<file path="config.mk">
export PLATFORM = sky130hd
export DESIGN_NAME = post_seq
export DESIGN_NICKNAME = d
export VERILOG_FILES = /design/src/post_seq_pkg.sv /design/src/post_seq.sv
export SDC_FILE = /design/constraint.sdc
export NUM_CORES = 1
export LEC_CHECK = 0
export ABC_AREA = 1
export BUFFER_PORTS_ARGS = -buffer_cell sky130_fd_sc_hd__buf_4
export CORE_ASPECT_RATIO = 1.1
export CORE_MARGIN = 5
export CORE_UTILIZATION = 50
export CTS_CLUSTER_DIAMETER = 60
export DETAILED_ROUTE_END_ITERATION = 10
export HOLD_SLACK_MARGIN = 0.12
export PLACE_DENSITY = 0.67
export SETUP_SLACK_MARGIN = 0.1
export SYNTH_ARGS = -nofsm -noshare
export SYNTH_HDL_FRONTEND = slang
export SYNTH_SLANG_ARGS = --single-unit
</file>
<file path="constraint.sdc">
create_clock -name sys_clk -period 2.1 [get_ports sys_clk]
set_input_delay 0.42 -clock sys_clk [delete_from_list [all_inputs] [get_ports sys_clk]]
set_output_delay 0.42 -clock sys_clk [all_outputs]
set_load 0.02 [all_outputs]
</file>
<file path="src/post_seq_pkg.sv">
// constants and types for the power-on sequencer and status display
//
// Function
// - sample all four switch segments once after power-on, hold until power cycle.
// - three address segments together give channel address zero through seven.
// - address segments never launch any diagnostic; address only.
// - mode segment picks normal online or service test routine at power-on.
// - normal setting runs hardware tests, goes online only after pass, about ten seconds.
// - normal setting pass holds the green led steadily lit.
// - test failure keeps red lit, yellow and green carry failed-assembly code.
// - red fault does not stop host link; fault queries still answered.
// - latch engaged at power-up reports servo fault, red and yellow lit.
// - service setting runs same hardware tests but never goes online.
// - service pass runs one full read-only error-rate test, then random ones forever.
// - during service error-rate tests both yellow and green are lit.
// - any data error in service tests turns green off, yellow alone lit.
// - service setting stays offline until power off, mode restored, power on.
// - green flashes whenever data or commands are exchanged with the host; in servo fault green stays dark.
package post_seq_pkg;

   // --------------------------------------------------------------
   // clock and timing
   // --------------------------------------------------------------
   localparam int unsigned CLK_HZ          = 10_000_000;
   localparam int unsigned HW_TEST_TIME_S  = 10;       // hardware test series limit
   localparam int unsigned FULL_ERT_TIME_S = 450;      // 7.5 minutes
   localparam int unsigned FLASH_TIME_MS   = 50;       // green dark time per activity
   localparam logic [39:0] HW_TEST_CYC  = 40'(64'(HW_TEST_TIME_S) * CLK_HZ);
   localparam logic [39:0] FULL_ERT_CYC = 40'(64'(FULL_ERT_TIME_S) * CLK_HZ);
   localparam logic [39:0] FLASH_CYC    = 40'(64'(FLASH_TIME_MS) * (CLK_HZ / 1000));

   // --------------------------------------------------------------
   // reset values and field widths
   // --------------------------------------------------------------
   localparam int unsigned ADDR_W    = 3;
   localparam int unsigned ASSY_W    = 3;
   localparam logic [2:0]  ADDR_RST  = 3'h0;

   // --------------------------------------------------------------
   // types
   // --------------------------------------------------------------
   typedef struct packed {
      logic test_mode_select_segment;   // 1 = service test setting
      logic channel_addr_segment_a;     // address bit 2
      logic channel_addr_segment_b;     // address bit 1
      logic channel_addr_segment_c;     // address bit 0
   } switch_t;

   typedef struct packed {
      logic red;
      logic yellow;
      logic green;
   } led_t;

   localparam led_t LED_OFF = 3'h0;

   typedef enum logic [2:0] {
      ST_SAMPLE, ST_HW_TEST, ST_ONLINE, ST_FAULT, ST_SERVO_FAULT, ST_ERT_FULL, ST_ERT_RANDOM
   } seq_state_t;

   // failed assembly number -> {yellow, green}
   localparam logic [1:0] FAIL_CODE_TABLE [8] = '{
      2'h0, 2'h1, 2'h2, 2'h3, 2'h1, 2'h2, 2'h3, 2'h0
   };

endpackage

</file>
<file path="src/post_seq.sv">
// power-on sequencer: switch capture, test flow and front-panel leds
`timescale 1ns/10ps
module post_seq #(
   parameter logic [39:0] HW_TEST_CYCLES  = post_seq_pkg::HW_TEST_CYC,
   parameter logic [39:0] FULL_ERT_CYCLES = post_seq_pkg::FULL_ERT_CYC,
   parameter logic [39:0] FLASH_CYCLES    = post_seq_pkg::FLASH_CYC
) (
   input  wire logic                       sys_clk,          // 10 MHz clock
   input  wire logic                       nrst,             // power-on reset, low
   input  wire post_seq_pkg::switch_t      switch_pins,      // rear switch segments
   input  wire logic                       latch_engaged,    // head latch in ship pos
   input  wire logic                       hw_test_done,     // test series finished
   input  wire logic                       hw_test_pass,     // with done: all passed
   input  wire logic [post_seq_pkg::ASSY_W-1:0] failed_assy, // with done: assembly no.
   input  wire logic                       ert_error,        // data error pulse
   input  wire logic                       host_activity,    // host exchange pulse
   output logic                            hw_test_run,      // test series running
   output logic                            ert_full_run,     // full-volume test
   output logic                            ert_random_run,   // random test loop
   output logic [post_seq_pkg::ADDR_W-1:0] channel_addr,     // bus channel address
   output logic                            online,           // on line to host
   output logic                            host_link_en,     // answer host commands
   output logic                            service_mode,     // service setting latched
   output post_seq_pkg::led_t              led               // front-panel leds
);
   import post_seq_pkg::*;

   // ----------------------------------------------------------------
   // declarations
   // ----------------------------------------------------------------
   switch_t    sw_meta_reg;
   switch_t    sw_sync_reg;
   logic       latch_meta_reg;
   logic       latch_sync_reg;
   logic [1:0] sync_cnt_reg;
   switch_t    sw_cap_reg;
   seq_state_t state_reg;
   seq_state_t state_next;
   logic [39:0] tmr_reg;
   logic       tmr_done;
   logic [ASSY_W-1:0] assy_reg;
   logic       ert_err_reg;
   logic [39:0] flash_reg;
   logic       flash_on;
   led_t       led_next;

   // ----------------------------------------------------------------
   // pin synchronisers
   // ----------------------------------------------------------------
   // two stages for switch and latch pins
   always_ff @(posedge sys_clk or negedge nrst)
   begin
      if (!nrst)
      begin
         sw_meta_reg    <= '0;
         sw_sync_reg    <= '0;
         latch_meta_reg <= 1'b0;
         latch_sync_reg <= 1'b0;
      end
      else
      begin
         sw_meta_reg    <= switch_pins;
         sw_sync_reg    <= sw_meta_reg;
         latch_meta_reg <= latch_engaged;
         latch_sync_reg <= latch_meta_reg;
      end
   end

   // wait until the synchroniser holds real pin values
   always_ff @(posedge sys_clk or negedge nrst)
   begin
      if (!nrst)
         sync_cnt_reg <= 2'h0;
      else if (sync_cnt_reg != 2'h3)
         sync_cnt_reg <= sync_cnt_reg + 2'h1;
   end

   // ----------------------------------------------------------------
   // one-time switch capture
   // ----------------------------------------------------------------
   // single capture
   // taken only in the sample state, never again until reset
   always_ff @(posedge sys_clk or negedge nrst)
   begin
      if (!nrst)
         sw_cap_reg <= '0;
      else if (state_reg == ST_SAMPLE && sync_cnt_reg == 2'h3)
         sw_cap_reg <= sw_sync_reg;
   end

   always_ff @(posedge sys_clk or negedge nrst)
   begin
      if (!nrst)
         channel_addr <= ADDR_RST;
      else
         channel_addr <= {sw_cap_reg.channel_addr_segment_a,
                          sw_cap_reg.channel_addr_segment_b,
                          sw_cap_reg.channel_addr_segment_c};
   end

   // ----------------------------------------------------------------
   // sequencer
   // ----------------------------------------------------------------
   assign tmr_done = (tmr_reg == 40'h0);

   always_comb
   begin
      state_next = state_reg;
      unique case (state_reg)
         ST_SAMPLE:
         begin
            if (sync_cnt_reg == 2'h3)
               state_next = latch_sync_reg ? ST_SERVO_FAULT : ST_HW_TEST;
         end
         ST_HW_TEST:
         begin
            if (hw_test_done && hw_test_pass)
               state_next = sw_cap_reg.test_mode_select_segment ? ST_ERT_FULL
                                                                  : ST_ONLINE;
            else if (hw_test_done || tmr_done)
               state_next = ST_FAULT;
         end
         ST_ERT_FULL:
         begin
            if (tmr_done)
               state_next = ST_ERT_RANDOM;
         end
         ST_ONLINE, ST_FAULT, ST_SERVO_FAULT, ST_ERT_RANDOM:
            state_next = state_reg;
      endcase
   end

   // state register
   always_ff @(posedge sys_clk or negedge nrst)
   begin
      if (!nrst)
         state_reg <= ST_SAMPLE;
      else
         state_reg <= state_next;
   end

   // phase timer: test time limit, then full-volume test length
   always_ff @(posedge sys_clk or negedge nrst)
   begin
      if (!nrst)
         tmr_reg <= 40'h0;
      else if (state_reg == ST_SAMPLE)
         tmr_reg <= HW_TEST_CYCLES - 40'h1;
      else if (state_reg == ST_HW_TEST && state_next == ST_ERT_FULL)
         tmr_reg <= FULL_ERT_CYCLES - 40'h1;
      else if (!tmr_done)
         tmr_reg <= tmr_reg - 40'h1;
   end

   // failed assembly number, kept from the failing report
   always_ff @(posedge sys_clk or negedge nrst)
   begin
      if (!nrst)
         assy_reg <= '0;
      else if (state_reg == ST_HW_TEST && hw_test_done && !hw_test_pass)
         assy_reg <= failed_assy;
   end

   always_ff @(posedge sys_clk or negedge nrst)
   begin
      if (!nrst)
         ert_err_reg <= 1'b0;
      else if ((state_reg == ST_ERT_FULL || state_reg == ST_ERT_RANDOM) && ert_error)
         ert_err_reg <= 1'b1;
   end

   // ----------------------------------------------------------------
   // run and link outputs
   // ----------------------------------------------------------------
   // registered run strobes and host link state
   always_ff @(posedge sys_clk or negedge nrst)
   begin
      if (!nrst)
      begin
         hw_test_run    <= 1'b0;
         ert_full_run   <= 1'b0;
         ert_random_run <= 1'b0;
         online         <= 1'b0;
         host_link_en   <= 1'b0;
         service_mode   <= 1'b0;
      end
      else
      begin
         hw_test_run    <= (state_next == ST_HW_TEST);
         ert_full_run   <= (state_next == ST_ERT_FULL);
         ert_random_run <= (state_next == ST_ERT_RANDOM);
         service_mode   <= sw_cap_reg.test_mode_select_segment;
         online         <= (state_next == ST_ONLINE);
         host_link_en   <= !sw_cap_reg.test_mode_select_segment &&
                           (state_next == ST_ONLINE || state_next == ST_FAULT ||
                            state_next == ST_SERVO_FAULT);
      end
   end

   // ----------------------------------------------------------------
   // activity flash
   // ----------------------------------------------------------------
   // green dark spell per exchange
   always_ff @(posedge sys_clk or negedge nrst)
   begin
      if (!nrst)
         flash_reg <= 40'h0;
      else if (host_activity && host_link_en)
         flash_reg <= FLASH_CYCLES;
      else if (flash_reg != 40'h0)
         flash_reg <= flash_reg - 40'h1;
   end

   assign flash_on = (flash_reg != 40'h0);

   // ----------------------------------------------------------------
   // led patterns
   // ----------------------------------------------------------------
   always_comb
   begin
      led_next = LED_OFF;
      unique case (state_reg)
         ST_SAMPLE, ST_HW_TEST:
            led_next = LED_OFF;
         ST_ONLINE:
            led_next.green = !flash_on;
         ST_FAULT:
         begin
            led_next.red                 = 1'b1;
            {led_next.yellow, led_next.green} = FAIL_CODE_TABLE[assy_reg];
            if (flash_on)
               led_next.green = !led_next.green;
         end
         ST_SERVO_FAULT:
         begin
            led_next.red    = 1'b1;
            led_next.yellow = 1'b1;
         end
         ST_ERT_FULL, ST_ERT_RANDOM:
         begin
            led_next.yellow = 1'b1;
            led_next.green  = !ert_err_reg;
         end
      endcase
   end

   // led flip-flops
   always_ff @(posedge sys_clk or negedge nrst)
   begin
      if (!nrst)
         led <= LED_OFF;
      else
         led <= led_next;
   end

endmodule // post_seq

</file>
Word level (Yosys, flattened, before mapping). Memories as Yosys holds them, arrays and structs flattened. Index checks and enable logic that the tools add are counted.

Flip-flop bits (word level): 115. ROM bits: 16. Bits of input ports: 14. Logic and storage cells: 94. Memories: 1.

Memories: (name not given) (depth 8, bits a word 2, read ports 1, clocked after Yosys merged registers in 0, wr ports 0, line post_seq.sv:230) `{led_next.yellow, led_next.green} = FAIL_CODE_TABLE[assy_reg];`.

$add $sub $neg: 3. Order comparisons: 1. Equality and inequality tests: 15. Muxes and demuxes: 18. Bitwise operators: 1. Reductions and logical operators: 25.

Operators by type and width (number): 40-bit 2-to-1 mux (5); 40-bit by 1-bit subtractor with 40-bit output (second input constant) (2); 40-bit zero test (1); 40-bit nonzero test (1); 3-bit equality test (second input constant) (6); 3-bit 2-to-1 mux (6); 3-bit by 2-bit equality test with 1-bit output (second input constant) (4); 3-bit case mux with 4 select lines (1); 1-bit logical AND (8); 3-bit by 1-bit equality test with 1-bit output (second input constant) (2); 1-bit zero test (5); 4-bit greater-or-equal comparator (second input constant) (1); 1-bit logical OR (4); 2-bit 2-to-1 mux (2); 3-bit inverter with 4-bit output (1); 2-bit OR reduction (2); 4-bit OR reduction (1); 3-bit zero test (1); 3-bit by 1-bit inequality test with 1-bit output (second input constant) (1); 1-bit case mux with 3 select lines (1); 3-bit OR reduction (1); 2-bit by 1-bit adder with 2-bit output (second input constant) (1); 2-bit equality test (second input constant) (1); 1-bit 2-to-1 mux (2); other kinds (3) (3).

Longest topological paths before layout. Gate-level depths: netlist of the first run.

Depth after elaboration: 9. Gate-level depth with buffers: 13. Gate-level depth less buffers: 13.

Worst setup path before layout of the first run. Ideal clock, no wire load.

Kind: register to register. Start point: register flash_reg[0]. End point: register flash_reg[27]. Arrival time: 1.696 ns. Data required time: 1.964 ns. Slack: 0.268 ns. Cell stages (with the launch flop): 13. Buffers on the path: 1. Period minus slack after synthesis: 1.832 ns. Path through: dfrtp_1 inv_1 ha_1 inv_2 nor2_4 inv_2 nor2_4 inv_2 nor3_2 nand2_2 nor2_4 buf_4 nor3_1.

Word-level cells in the longest chain between the ends: 3.

RTL lines: from (decl) (line post_seq.sv:43) `logic [39:0] flash_reg;`; from (signal assigned) (line post_seq.sv:211) `flash_reg <= flash_reg - 40'h1;`; 40-bit by 1-bit subtractor with 40-bit output (line post_seq.sv:211); 40-bit 2-to-1 mux (line post_seq.sv:210) `else if (flash_reg != 40'h0)`; 40-bit 2-to-1 mux (line post_seq.sv:208) `else if (host_activity && host_link_en)`.

Parallel ways exist; a longest one is shown, timed or not. The select of a mux whose other input is x is not followed. A chain may end at the register's enable or synchronous reset.

Worst setup path after layout of the first run.
Start point: register tmr_reg[0]. End point: register tmr_reg[34].

Word-level cells in the longest chain between the ends: 9.

RTL lines: from (decl) (line post_seq.sv:39) `logic [39:0] tmr_reg;`; from (signal assigned) (line post_seq.sv:148) `tmr_reg <= HW_TEST_CYCLES - 40'h1;`; from (signal assigned) (line post_seq.sv:150) `tmr_reg <= FULL_ERT_CYCLES - 40'h1;`; from (signal assigned) (line post_seq.sv:152) `tmr_reg <= tmr_reg - 40'h1;`; 40-bit zero test (line post_seq.sv:104) `assign tmr_done = (tmr_reg == 40'h0);`; 1-bit logical OR (line post_seq.sv:120) `else if (hw_test_done || tmr_done)`; 3-bit 2-to-1 mux (line post_seq.sv:120); 3-bit 2-to-1 mux (line post_seq.sv:117) `if (hw_test_done && hw_test_pass)`; 3-bit case mux with 4 select lines (line post_seq.sv:109) `unique case (state_reg)`; 3-bit equality test (line post_seq.sv:149) `else if (state_reg == ST_HW_TEST && state_next == ST_ERT_FULL)`; 1-bit logical AND (line post_seq.sv:149); 40-bit 2-to-1 mux (line post_seq.sv:149); 40-bit 2-to-1 mux (line post_seq.sv:147) `else if (state_reg == ST_SAMPLE)`.

Parallel ways exist; a longest one is shown, timed or not. The select of a mux whose other input is x is not followed.

==> reports/qor.yml, run 1 <==
ys_seq_area_share_pct: 46.8
antenna_found_initial: 0
fp.dieArea_um2: 14600
first_global_vias: 5189
synth_area_um2: 6150
grt_pass1_wl_um: 24600
cts_tree: "yes"
nFillCells: 1031
met2_usage_pct: 34.7
synth_edf_count: 0
finalHoldViolations: 0
rows: 42
synth_top_area_cell: "dfrtp_1"
grt_util_met3_pct: 5.67
diodes: 0
dp_hpwl_um: 10900
p_sw_share_pct: 23.8
fin_area_um2: 7400
max_freq_mhz: 527
slew_headroom_pct: 71.9
wl_per_cell_um: 14.9
whs_ns: 0.202
hold_class: "primary input to flip-flop"
setup.worst_path.start: "tmr_reg[0]"
maxSlewViolCount: 0
busiest_layer: "met2"
worstMarginPinSlew_ns: 0.418
yosysMostFrequentCell: "nand2_1"
dp_cells: 941
tns_ns: 0
io_pins: 26
htreeDepth: 4
path_max_fanout: 5
startpoint_type: "flip-flop"
async_flop_share_pct: 100
cts_buffers: 17
min_from: "ert_error"
crit_arrival_ns: 2.20
period_needed_ns: 1.90
start_util_pct: 51.1
status: "complete, no violations"
skew_ns: 0.00897
comb_power_share_pct: 1.6
gr-usage-all-layers_pct: 21.2
nNetsFinal: 838
layout_setup_ws_ns: 0.203
cts.sinks: 115
detail_route.first_pass.iterations: 5
grt_max_degree: 45
ant_nets: 0
placed_area_um2: 6630
fin_cells: 988
pwr_density_cell_nw_per_um2: 699
post-route-period-util_pct: 90.3
setup_viol: 0
p_int_mw: 3.94
syn-num-nets: 772
clockRootBuffer: "clkbuf_16"
vias: 5229
finalWirelength_um: 14700
p_sw_mw: 1.23
synth_cell_types: 43
drive_gt1_share_pct: 18.7
critPathRequiredTime_ns: 2.40
port_buffers: 25
end_kind: "flip-flop"
ir_worst_vdd_v: 0.000544
leakagePower_nw: 3.81
yosysWarnings: 0
drc_errors: 0
clk_latency_ns: 0.42
fp.dieW_um: 116
synth_top_area_share_pct: 46.8
core_um2: 12000
rsz0062_at_grt: "no"
synth_area_leaders: "dfrtp_1 (47%), nand2_1 (9.3%), nor2_1 (8.7%)"
synth.avg_cell_area_um2: 8.15
synthToLayoutAreaGrowth_pct: 20.3
r2r-start: "tmr_reg[0]"
dieHeight_um: 126
critPathKind: "flip-flop to flip-flop"
synth_ff_type: "dfrtp_1"
power_frac_clock_pct: 55.4
synthTopCellsByCount: "nand2_1 (152), nor2_1 (143), dfrtp_1 (115)"
p_seq_share_pct: 43.1
gr-usage-met1_pct: 26.4
cts_buffer_depth: 2
gp_congestion: 0.945
pre_cts_ws_ns: 0.0960
synthCells: 755
maxCapViolations: 0
gr-total-overflow: 0
clkTransAtPathRegs_ns: 0.06
synth_seq_cells: 115
drt-initial-drc-count: 248
vias_per_cell: 5.29
[area by class of cell]
class                      instances  area, um2  share of cell area (%)
timing repair buffer              60        490                    6.62
tap                              154        193                    2.60
clock buffer                      17        425                    5.75
sequential                       115       2880                    38.9
clock inverter                    15        164                    2.21
multi-input combinational        541       2930                    39.6
inverter                          86        323                    4.36
[worst max-delay path, stage by stage, from the launching register on]
cell     delay (ns)
dfrtp_1        0.42
inv_1          0.10
ha_2           0.21
nand2_4        0.08
nor2_8         0.16
nand2_1        0.14
nor4_2         0.28
nand4_1        0.18
xor2_1         0.16
nor2_1         0.05
[layer usage]
metal  up-vias  part of all wire [%]
li1       2561                     -
met1      2501                    43
met2       126                    50
met3        41                   4.0
met4         0                   3.2
met5         -                     0
[logic make-up after synthesis]
logic type	after synthesis	share of synthesized area, %
mux	7	1.28
fa+ha+maj	3	0.610
flops	115	46.8
simple gates	426	32.2
buf+inv	99	6.51
xor+xnor	50	7.12
compound gates	55	5.55
[power by group through the flow]
stage	clock [mW]	sequential, mW	combinational, mW
6_report	2.86	2.23	0.0812
2_1_floorplan	0	2.27	0.00328
3_5_place_dp	0	2.27	0.0766
3_3_place_gp	0	2.27	0.0756
5_1_grt	3.03	2.23	0.0945
4_1_cts	2.91	2.23	0.0856
[worst paths after layout]
check                           cells past startpoint              to  slack [ns]
worst max-delay path                                9     tmr_reg[34]        0.20
worst min-delay path                                3     ert_err_reg        0.20
worst max register to register                      9     tmr_reg[34]        0.20
worst min register to register                      0  latch_sync_reg        0.35
max in group asynchronous                           3     ert_err_reg        0.99
min in group asynchronous                           2     tmr_reg[28]        0.46
[placed cells by master (no fill, tap or decap), types with 22 or more instances in the layout]
master	count
nor3_1	34
dfrtp_1	115
nand3_1	28
nor2_1	139
xor2_1	33
nand2_1	149
nand4_1	22
buf_4	52
inv_1	77
[stage by stage]
step	total power, mW	util [%]
floorplan	2.27	-
global placement	2.34	55.1
detailed placement	2.35	55.1
CTS	5.23	60.5
global route	5.35	61.5
finish	5.17	61.5
[timing repair]
action / 4_1_cts / 5_1_grt
setup buffers: 0 / 9
hold endpoints to repair: 27 / 0
resized for setup: 1 / 14
hold buffers: 6 / 0
setup endpoints to repair: 5 / 41
pin swaps: 0 / 4
Note: power is estimated with default switching activity, not from simulation.
==> inputs of run 2 (changes only) <==
Settings changed: CORE_UTILIZATION 50 to 62, PLACE_DENSITY 0.67 to 0.8.
==> reports/qor.yml, run 2 (synthesized netlist as in run 1, its figures left out) <==
worstMarginPinSlew_ns: 0.545  # was 0.418 ns
leakagePower_nw: 3.86  # was 3.81 nW
critPathRequiredTime_ns: 2.51  # was 2.40 ns
grt_max_degree: 43  # was 45
detail_route.first_pass.iterations: 6  # was 5
pre_cts_ws_ns: 0.113  # was 0.0960 ns
nNetsFinal: 845  # was 838
gr-total-overflow: 0  # unchanged
grt_pass1_wl_um: 26100  # was 24600 um
vias: 5432  # was 5229
layout_setup_ws_ns: 0.142  # was 0.203 ns
dp_hpwl_um: 11200  # was 10900 um
skew_ns: 0.00871  # was 0.00897 ns
crit_arrival_ns: 2.36  # was 2.20 ns
cts.sinks: 115  # unchanged
p_total_mw: 5.02  # was 5.17 mW
post-route-period-util_pct: 93.2  # was 90.3%
drive_gt1_share_pct: 20.6  # was 18.7%
mostFrequentLayoutCell: "nand2_1"  # unchanged
gp_congestion: 0.993  # was 0.945
path_cells: "inv_2 > ha_4 > inv_2 > nor2_4 > inv_2 > nor2_4 > inv_4 > nor3_4 > nand2_2 > nor2_4 > buf_4 > clkbuf_16 > nor3_1"  # was inv_1 > ha_2 > nand2_4 > nor2_8 > nand2_1 > nor4_2 > nand4_1 > xor2_1 > nor2_1
path_buf_inv: 6  # was 1
start_util_pct: 62.8  # was 51.1%
fp.dieArea_um2: 12000  # was 14600 um2
hold_class: "primary input to flip-flop"  # unchanged
startpoint_type: "flip-flop"  # unchanged
mostFrequentLayoutCells: "nand2_1 (150), nor2_1 (132), dfrtp_1 (114), inv_1 (75), buf_4 (55)"  # was nand2_1 (149), nor2_1 (139), dfrtp_1 (115), inv_1 (77), buf_4 (52)
diodes: 0  # unchanged
synthToLayoutAreaGrowth_pct: 21.8  # was 20.3%
ir_worst_vdd_v: 0.000773  # was 0.000544 V
finalHoldViolations: 0  # unchanged
cts_tree: "yes"  # unchanged
fp.dieW_um: 105  # was 116 um
cpPeakStageDelay_ns: 0.45  # was 0.42 ns
tns_ns: 0  # unchanged
cts_buffers: 17  # unchanged
clk_latency_ns: 0.53  # was 0.42 ns
io_pins: 26  # unchanged
path_max_fanout: 10  # was 5
slew_headroom_pct: 63.6  # was 71.9%
rsz0062_at_grt: "yes"  # was no
met2WireLength_um: 8180  # was 7310 um
max_freq_mhz: 511  # was 527 MHz
maxSlewViolCount: 0  # unchanged
routed.top_layer: "met4"  # unchanged
gr-usage-all-layers_pct: 27.3  # was 21.2%
ant_nets: 0  # unchanged
pwr_density_cell_nw_per_um2: 670  # was 699 nW/um2
drt-initial-drc-count: 313  # was 248
wl_met3_um: 859  # was 593 um
vias_per_cell: 5.65  # was 5.29
clkTransAtPathRegs_ns: 0.06  # about the same
wl_per_cell_um: 16.6  # was 14.9 um
core_um2: 9790  # was 12000 um2
first_global_vias: 5484  # was 5189
status: "complete, no violations"  # unchanged
critPathKind: "flip-flop to flip-flop"  # unchanged
port_buffers: 25  # unchanged
slowest_stage: "dfrtp_1"  # unchanged
drc_errors: 0  # unchanged
r2r_slack_ns: 0.14  # was 0.20 ns
crit_family: "simple AND/OR/NAND/NOR gates"  # unchanged
dieHeight_um: 114  # was 126 um
rows: 38  # was 42
finalWirelength_um: 15900  # was 14700 um
clockRootBuffer: "clkbuf_8"  # was clkbuf_16
end_kind: "flip-flop"  # unchanged
cts_buffer_depth: 2  # unchanged
htreeDepth: 4  # unchanged
period_needed_ns: 1.96  # was 1.90 ns
setup_viol: 0  # unchanged
antenna_found_initial: 0  # unchanged
met1_length_um: 6180  # was 6320 um
maxCapViolations: 0  # unchanged
## run 2: layout make-up
cell class              instances  area, um2
clock buffers                  18        428
clock inverters                14        134
fillers                       681       2300
inverters                      86        325
multi-input cells             542       3010
flip-flops and latches        115       2880
well taps                     120        150
repair buffers                 66        573
## run 2: timing repair
action	CTS	global route
endpoints found under the setup margin	5	46
hold endpoints to repair	43	0
hold buffers	7	0
cloned	0	3
pin swaps	0	4
resized for setup	1	31
buffers inserted	0	10
## run 2: worst register-to-register path, stage by stage (launching register included)
cell,delay (ns)
dfrtp_1,0.45
inv_2,0.12
ha_4,0.14
inv_2,0.05
nor2_4,0.11
inv_2,0.06
nor2_4,0.14
inv_4,0.07
nor3_4,0.12
nand2_2,0.09
nor2_4,0.11
buf_4,0.16
clkbuf_16,0.16
nor3_1,0.06
## run 2: where the power goes
group	internal, mW	leakage [nW]	switching (mW)
sequential	2.23	1.44	0.00243
combinational	0.0323	2.15	0.0523
clock	1.54	0.269	1.17
total	3.80	3.86	1.23
## run 2: final timing paths
check,from,end,cells past startpoint
setup / recovery,flash_reg[0],flash_reg[33],13
hold / removal,failed_assy[1],assy_reg[1],2
setup reg to reg,flash_reg[0],flash_reg[33],13
hold reg to reg,sw_meta_reg[3],sw_sync_reg[3],0
max in group asynchronous,nrst,assy_reg[0],3
min in group asynchronous,nrst,flash_reg[19],2
## run 2: routing by layer
layer,vias up,GRT usage [%]
met5,-,0
met4,0,14.2
met3,67,5.92
met2,202,46.2
met1,2597,32.9
li1,2566,-
## run 2: metrics by stage
step	utilization, %	instance area, um2	hold WS (ns)	cells
final	76.5	7490	0.130	961
after global routing	76.5	7490	0.127	961
after CTS	73.9	7240	0.123	948
after detailed placement	67.4	6610	0.337	909
after global placement	67.4	6610	0.334	909
after floorplan	-	6150	0.124	755
==> inputs of run 3 (changes only) <==
Settings changed: PLACE_DENSITY 0.8 to 0.9, SETUP_SLACK_MARGIN 0.1 to 0.2.
==> reports/qor.yml, run 3 (synthesized netlist as in run 1, its figures left out) <==
status: "complete, no violations"  # unchanged
cts.sinks: 115  # unchanged
r2r_slack_ns: 0.07  # was 0.14 ns
mostFrequentLayoutCells: "nand2_1 (140), nor2_1 (120), dfrtp_1 (110), inv_1 (71), buf_4 (57)"  # was nand2_1 (150), nor2_1 (132), dfrtp_1 (114), inv_1 (75), buf_4 (55)
clk_latency_ns: 0.55  # was 0.53 ns
grt_max_degree: 116  # was 43
antenna_found_initial: 0  # unchanged
maxCapViolations: 0  # unchanged
drive_gt1_share_pct: 25.0  # was 20.6%
first_global_vias: 5862  # was 5484
synthToLayoutAreaGrowth_pct: 25.6  # was 21.8%
nNetsFinal: 848  # was 845
gr-total-overflow: 0  # unchanged
start_util_pct: 62.8  # unchanged
clockRootBuffer: "clkbuf_8"  # unchanged
dieHeight_um: 114  # unchanged
cts_buffers: 17  # unchanged
path_cells: "nor2_1 > nand2_2 > nor2_8 > inv_2 > nor2_4 > inv_2 > nor4_4 > buf_4 > xnor2_2 > nor2_1"  # was inv_2 > ha_4 > inv_2 > nor2_4 > inv_2 > nor2_4 > inv_4 > nor3_4 > nand2_2 > nor2_4 > buf_4 > clkbuf_16 > nor3_1
fp.dieArea_um2: 12000  # unchanged
pre_cts_ws_ns: 0.0676  # was 0.113 ns
r2r-start: "tmr_reg[7]"  # was flash_reg[0]
crit_arrival_ns: 2.47  # was 2.36 ns
maxSlewViolCount: 0  # unchanged
pwr_density_cell_nw_per_um2: 690  # was 670 nW/um2
slew_headroom_pct: 55.0  # was 63.6%
worstMarginPinSlew_ns: 0.674  # was 0.545 ns
max_freq_mhz: 491  # was 511 MHz
mostFrequentLayoutCell: "nand2_1"  # unchanged
ant_nets: 0  # unchanged
drc_errors: 0  # unchanged
path_buf_inv: 3  # was 6
vias_per_cell: 6.31  # was 5.65
grt_pass1_wl_um: 29200  # was 26100 um
drt-initial-drc-count: 746  # was 313
vias: 6083  # was 5432
critPathKind: "flip-flop to flip-flop"  # unchanged
setup_viol: 0  # unchanged
fp.dieW_um: 105  # unchanged
wl_per_cell_um: 21.3  # was 16.6 um
ir_worst_vdd_v: 0.000623  # was 0.000773 V
ff2ff_path_depth: 10  # was 13
rr_endpoint: "tmr_reg[28]"  # was flash_reg[33]
dp_hpwl_um: 10600  # was 11200 um
cts_tree: "yes"  # unchanged
p_total_mw: 5.33  # was 5.02 mW
min_from: "host_activity"  # was failed_assy[1]
slowest_stage: "dfrtp_1"  # unchanged
htreeDepth: 4  # unchanged
nFillCells: 527  # was 681
hold_depth: 5  # was 2
hold_class: "primary input to flip-flop"  # unchanged
post-route-period-util_pct: 96.9  # was 93.2%
startpoint_type: "flip-flop"  # unchanged
cpPeakStageDelay_ns: 0.42  # was 0.45 ns
gr-usage-all-layers_pct: 31.1  # was 27.3%
rsz0062_at_grt: "yes"  # unchanged
layout_setup_ws_ns: 0.0654  # was 0.142 ns
path_max_fanout: 5  # was 10
leakagePower_nw: 3.91  # was 3.86 nW
rows: 38  # unchanged
core_um2: 9790  # unchanged
clkTransAtPathRegs_ns: 0.06  # about the same
diodes: 0  # unchanged
port_buffers: 25  # unchanged
finalWirelength_um: 20500  # was 15900 um
end_kind: "flip-flop"  # unchanged
cts_buffer_depth: 2  # unchanged
period_needed_ns: 2.03  # was 1.96 ns
hold_end: "flash_reg[12]"  # was assy_reg[1]
crit_family: "simple AND/OR/NAND/NOR gates"  # unchanged
io_pins: 26  # unchanged
gp_congestion: 0.953  # was 0.993
detail_route.first_pass.iterations: 7  # was 6
critPathRequiredTime_ns: 2.53  # was 2.51 ns
finalHoldViolations: 0  # unchanged
skew_ns: 0.0139  # was 0.00871 ns
-- run 3: cell types whose count changed in the layout (fill, tap and decap cells not counted), moves of 5 or more --
| cell | change |
|---|---|
| nor2_4 | +5 |
| nor2_1 | -12 |
| nor2_2 | +7 |
| nand2_1 | -10 |
| nand2_2 | +7 |
-- run 3: through the flow --
stage / cells / util, % / hold WS [ns] / setup TNS, ns / instance area (um2)
floorplan: 755 / - / 0.124 / 0 / 6150
global placement: 903 / 67.0 / 0.334 / 0 / 6560
detailed placement: 903 / 67.0 / 0.335 / 0 / 6560
CTS: 951 / 75.1 / 0.131 / 0 / 7360
global route: 964 / 78.9 / 0.350 / -0.0826 / 7730
finish: 964 / 78.9 / 0.356 / 0 / 7730
-- run 3: timing repair --
item | CTS | global route
hold buffers | 9 | 1
gates resized for setup | 16 | 72
pin swaps | 6 | 17
hold endpoints to repair | 123 | 1
setup endpoints to repair | 67 | 74
buffers inserted | 7 | 12
-- run 3: area by class of cell --
type	count	area (um2)	share of cell area [%]
Timing Repair Buffer	70	579	7.50
Sequential cell	115	2880	37.3
Clock buffer	17	414	5.36
Tap cell	120	150	1.94
Clock inverter	15	185	2.40
Inverter	86	335	4.34
Multi-Input combinational cell	541	3180	41.1
-- run 3: worst max-delay path by stage --
stage                            start             to  slack [ns]  depth (start not counted)
final                       tmr_reg[7]    tmr_reg[28]        0.07                         10
after global routing        tmr_reg[6]   host_link_en       -0.06                         11
after CTS                 flash_reg[2]  flash_reg[37]        0.20                         10
after detailed placement    tmr_reg[0]    tmr_reg[19]        0.07                         11
after global placement      tmr_reg[0]    tmr_reg[10]        0.12                         11
after floorplan           flash_reg[0]  flash_reg[27]        0.27                         12
-- run 3: metal layers --
layer,up-vias,GRT usage [%],part of all wire (%)
li1,2570,-,-
met1,2874,34.6,35
met2,479,54.0,49
met3,160,7.33,9.0
met4,0,18.4,7.2
met5,-,0,0
-- run 3: worst reg2reg max path, delay by kind of cell, from the launching register on --
kind,cells,cell delay [ns]
simple gates,6,1.06
flops,1,0.42
xor+xnor,1,0.11
buf+inv,3,0.33
-- run 3: where the power goes --
part	leakage, nW	total, mW	switching [mW]	internal (mW)
logic	2.18	0.0882	0.0556	0.0326
registers	1.43	2.23	0.00583	2.23
clock network	0.294	3.01	1.26	1.75
total	3.91	5.33	1.32	4.01
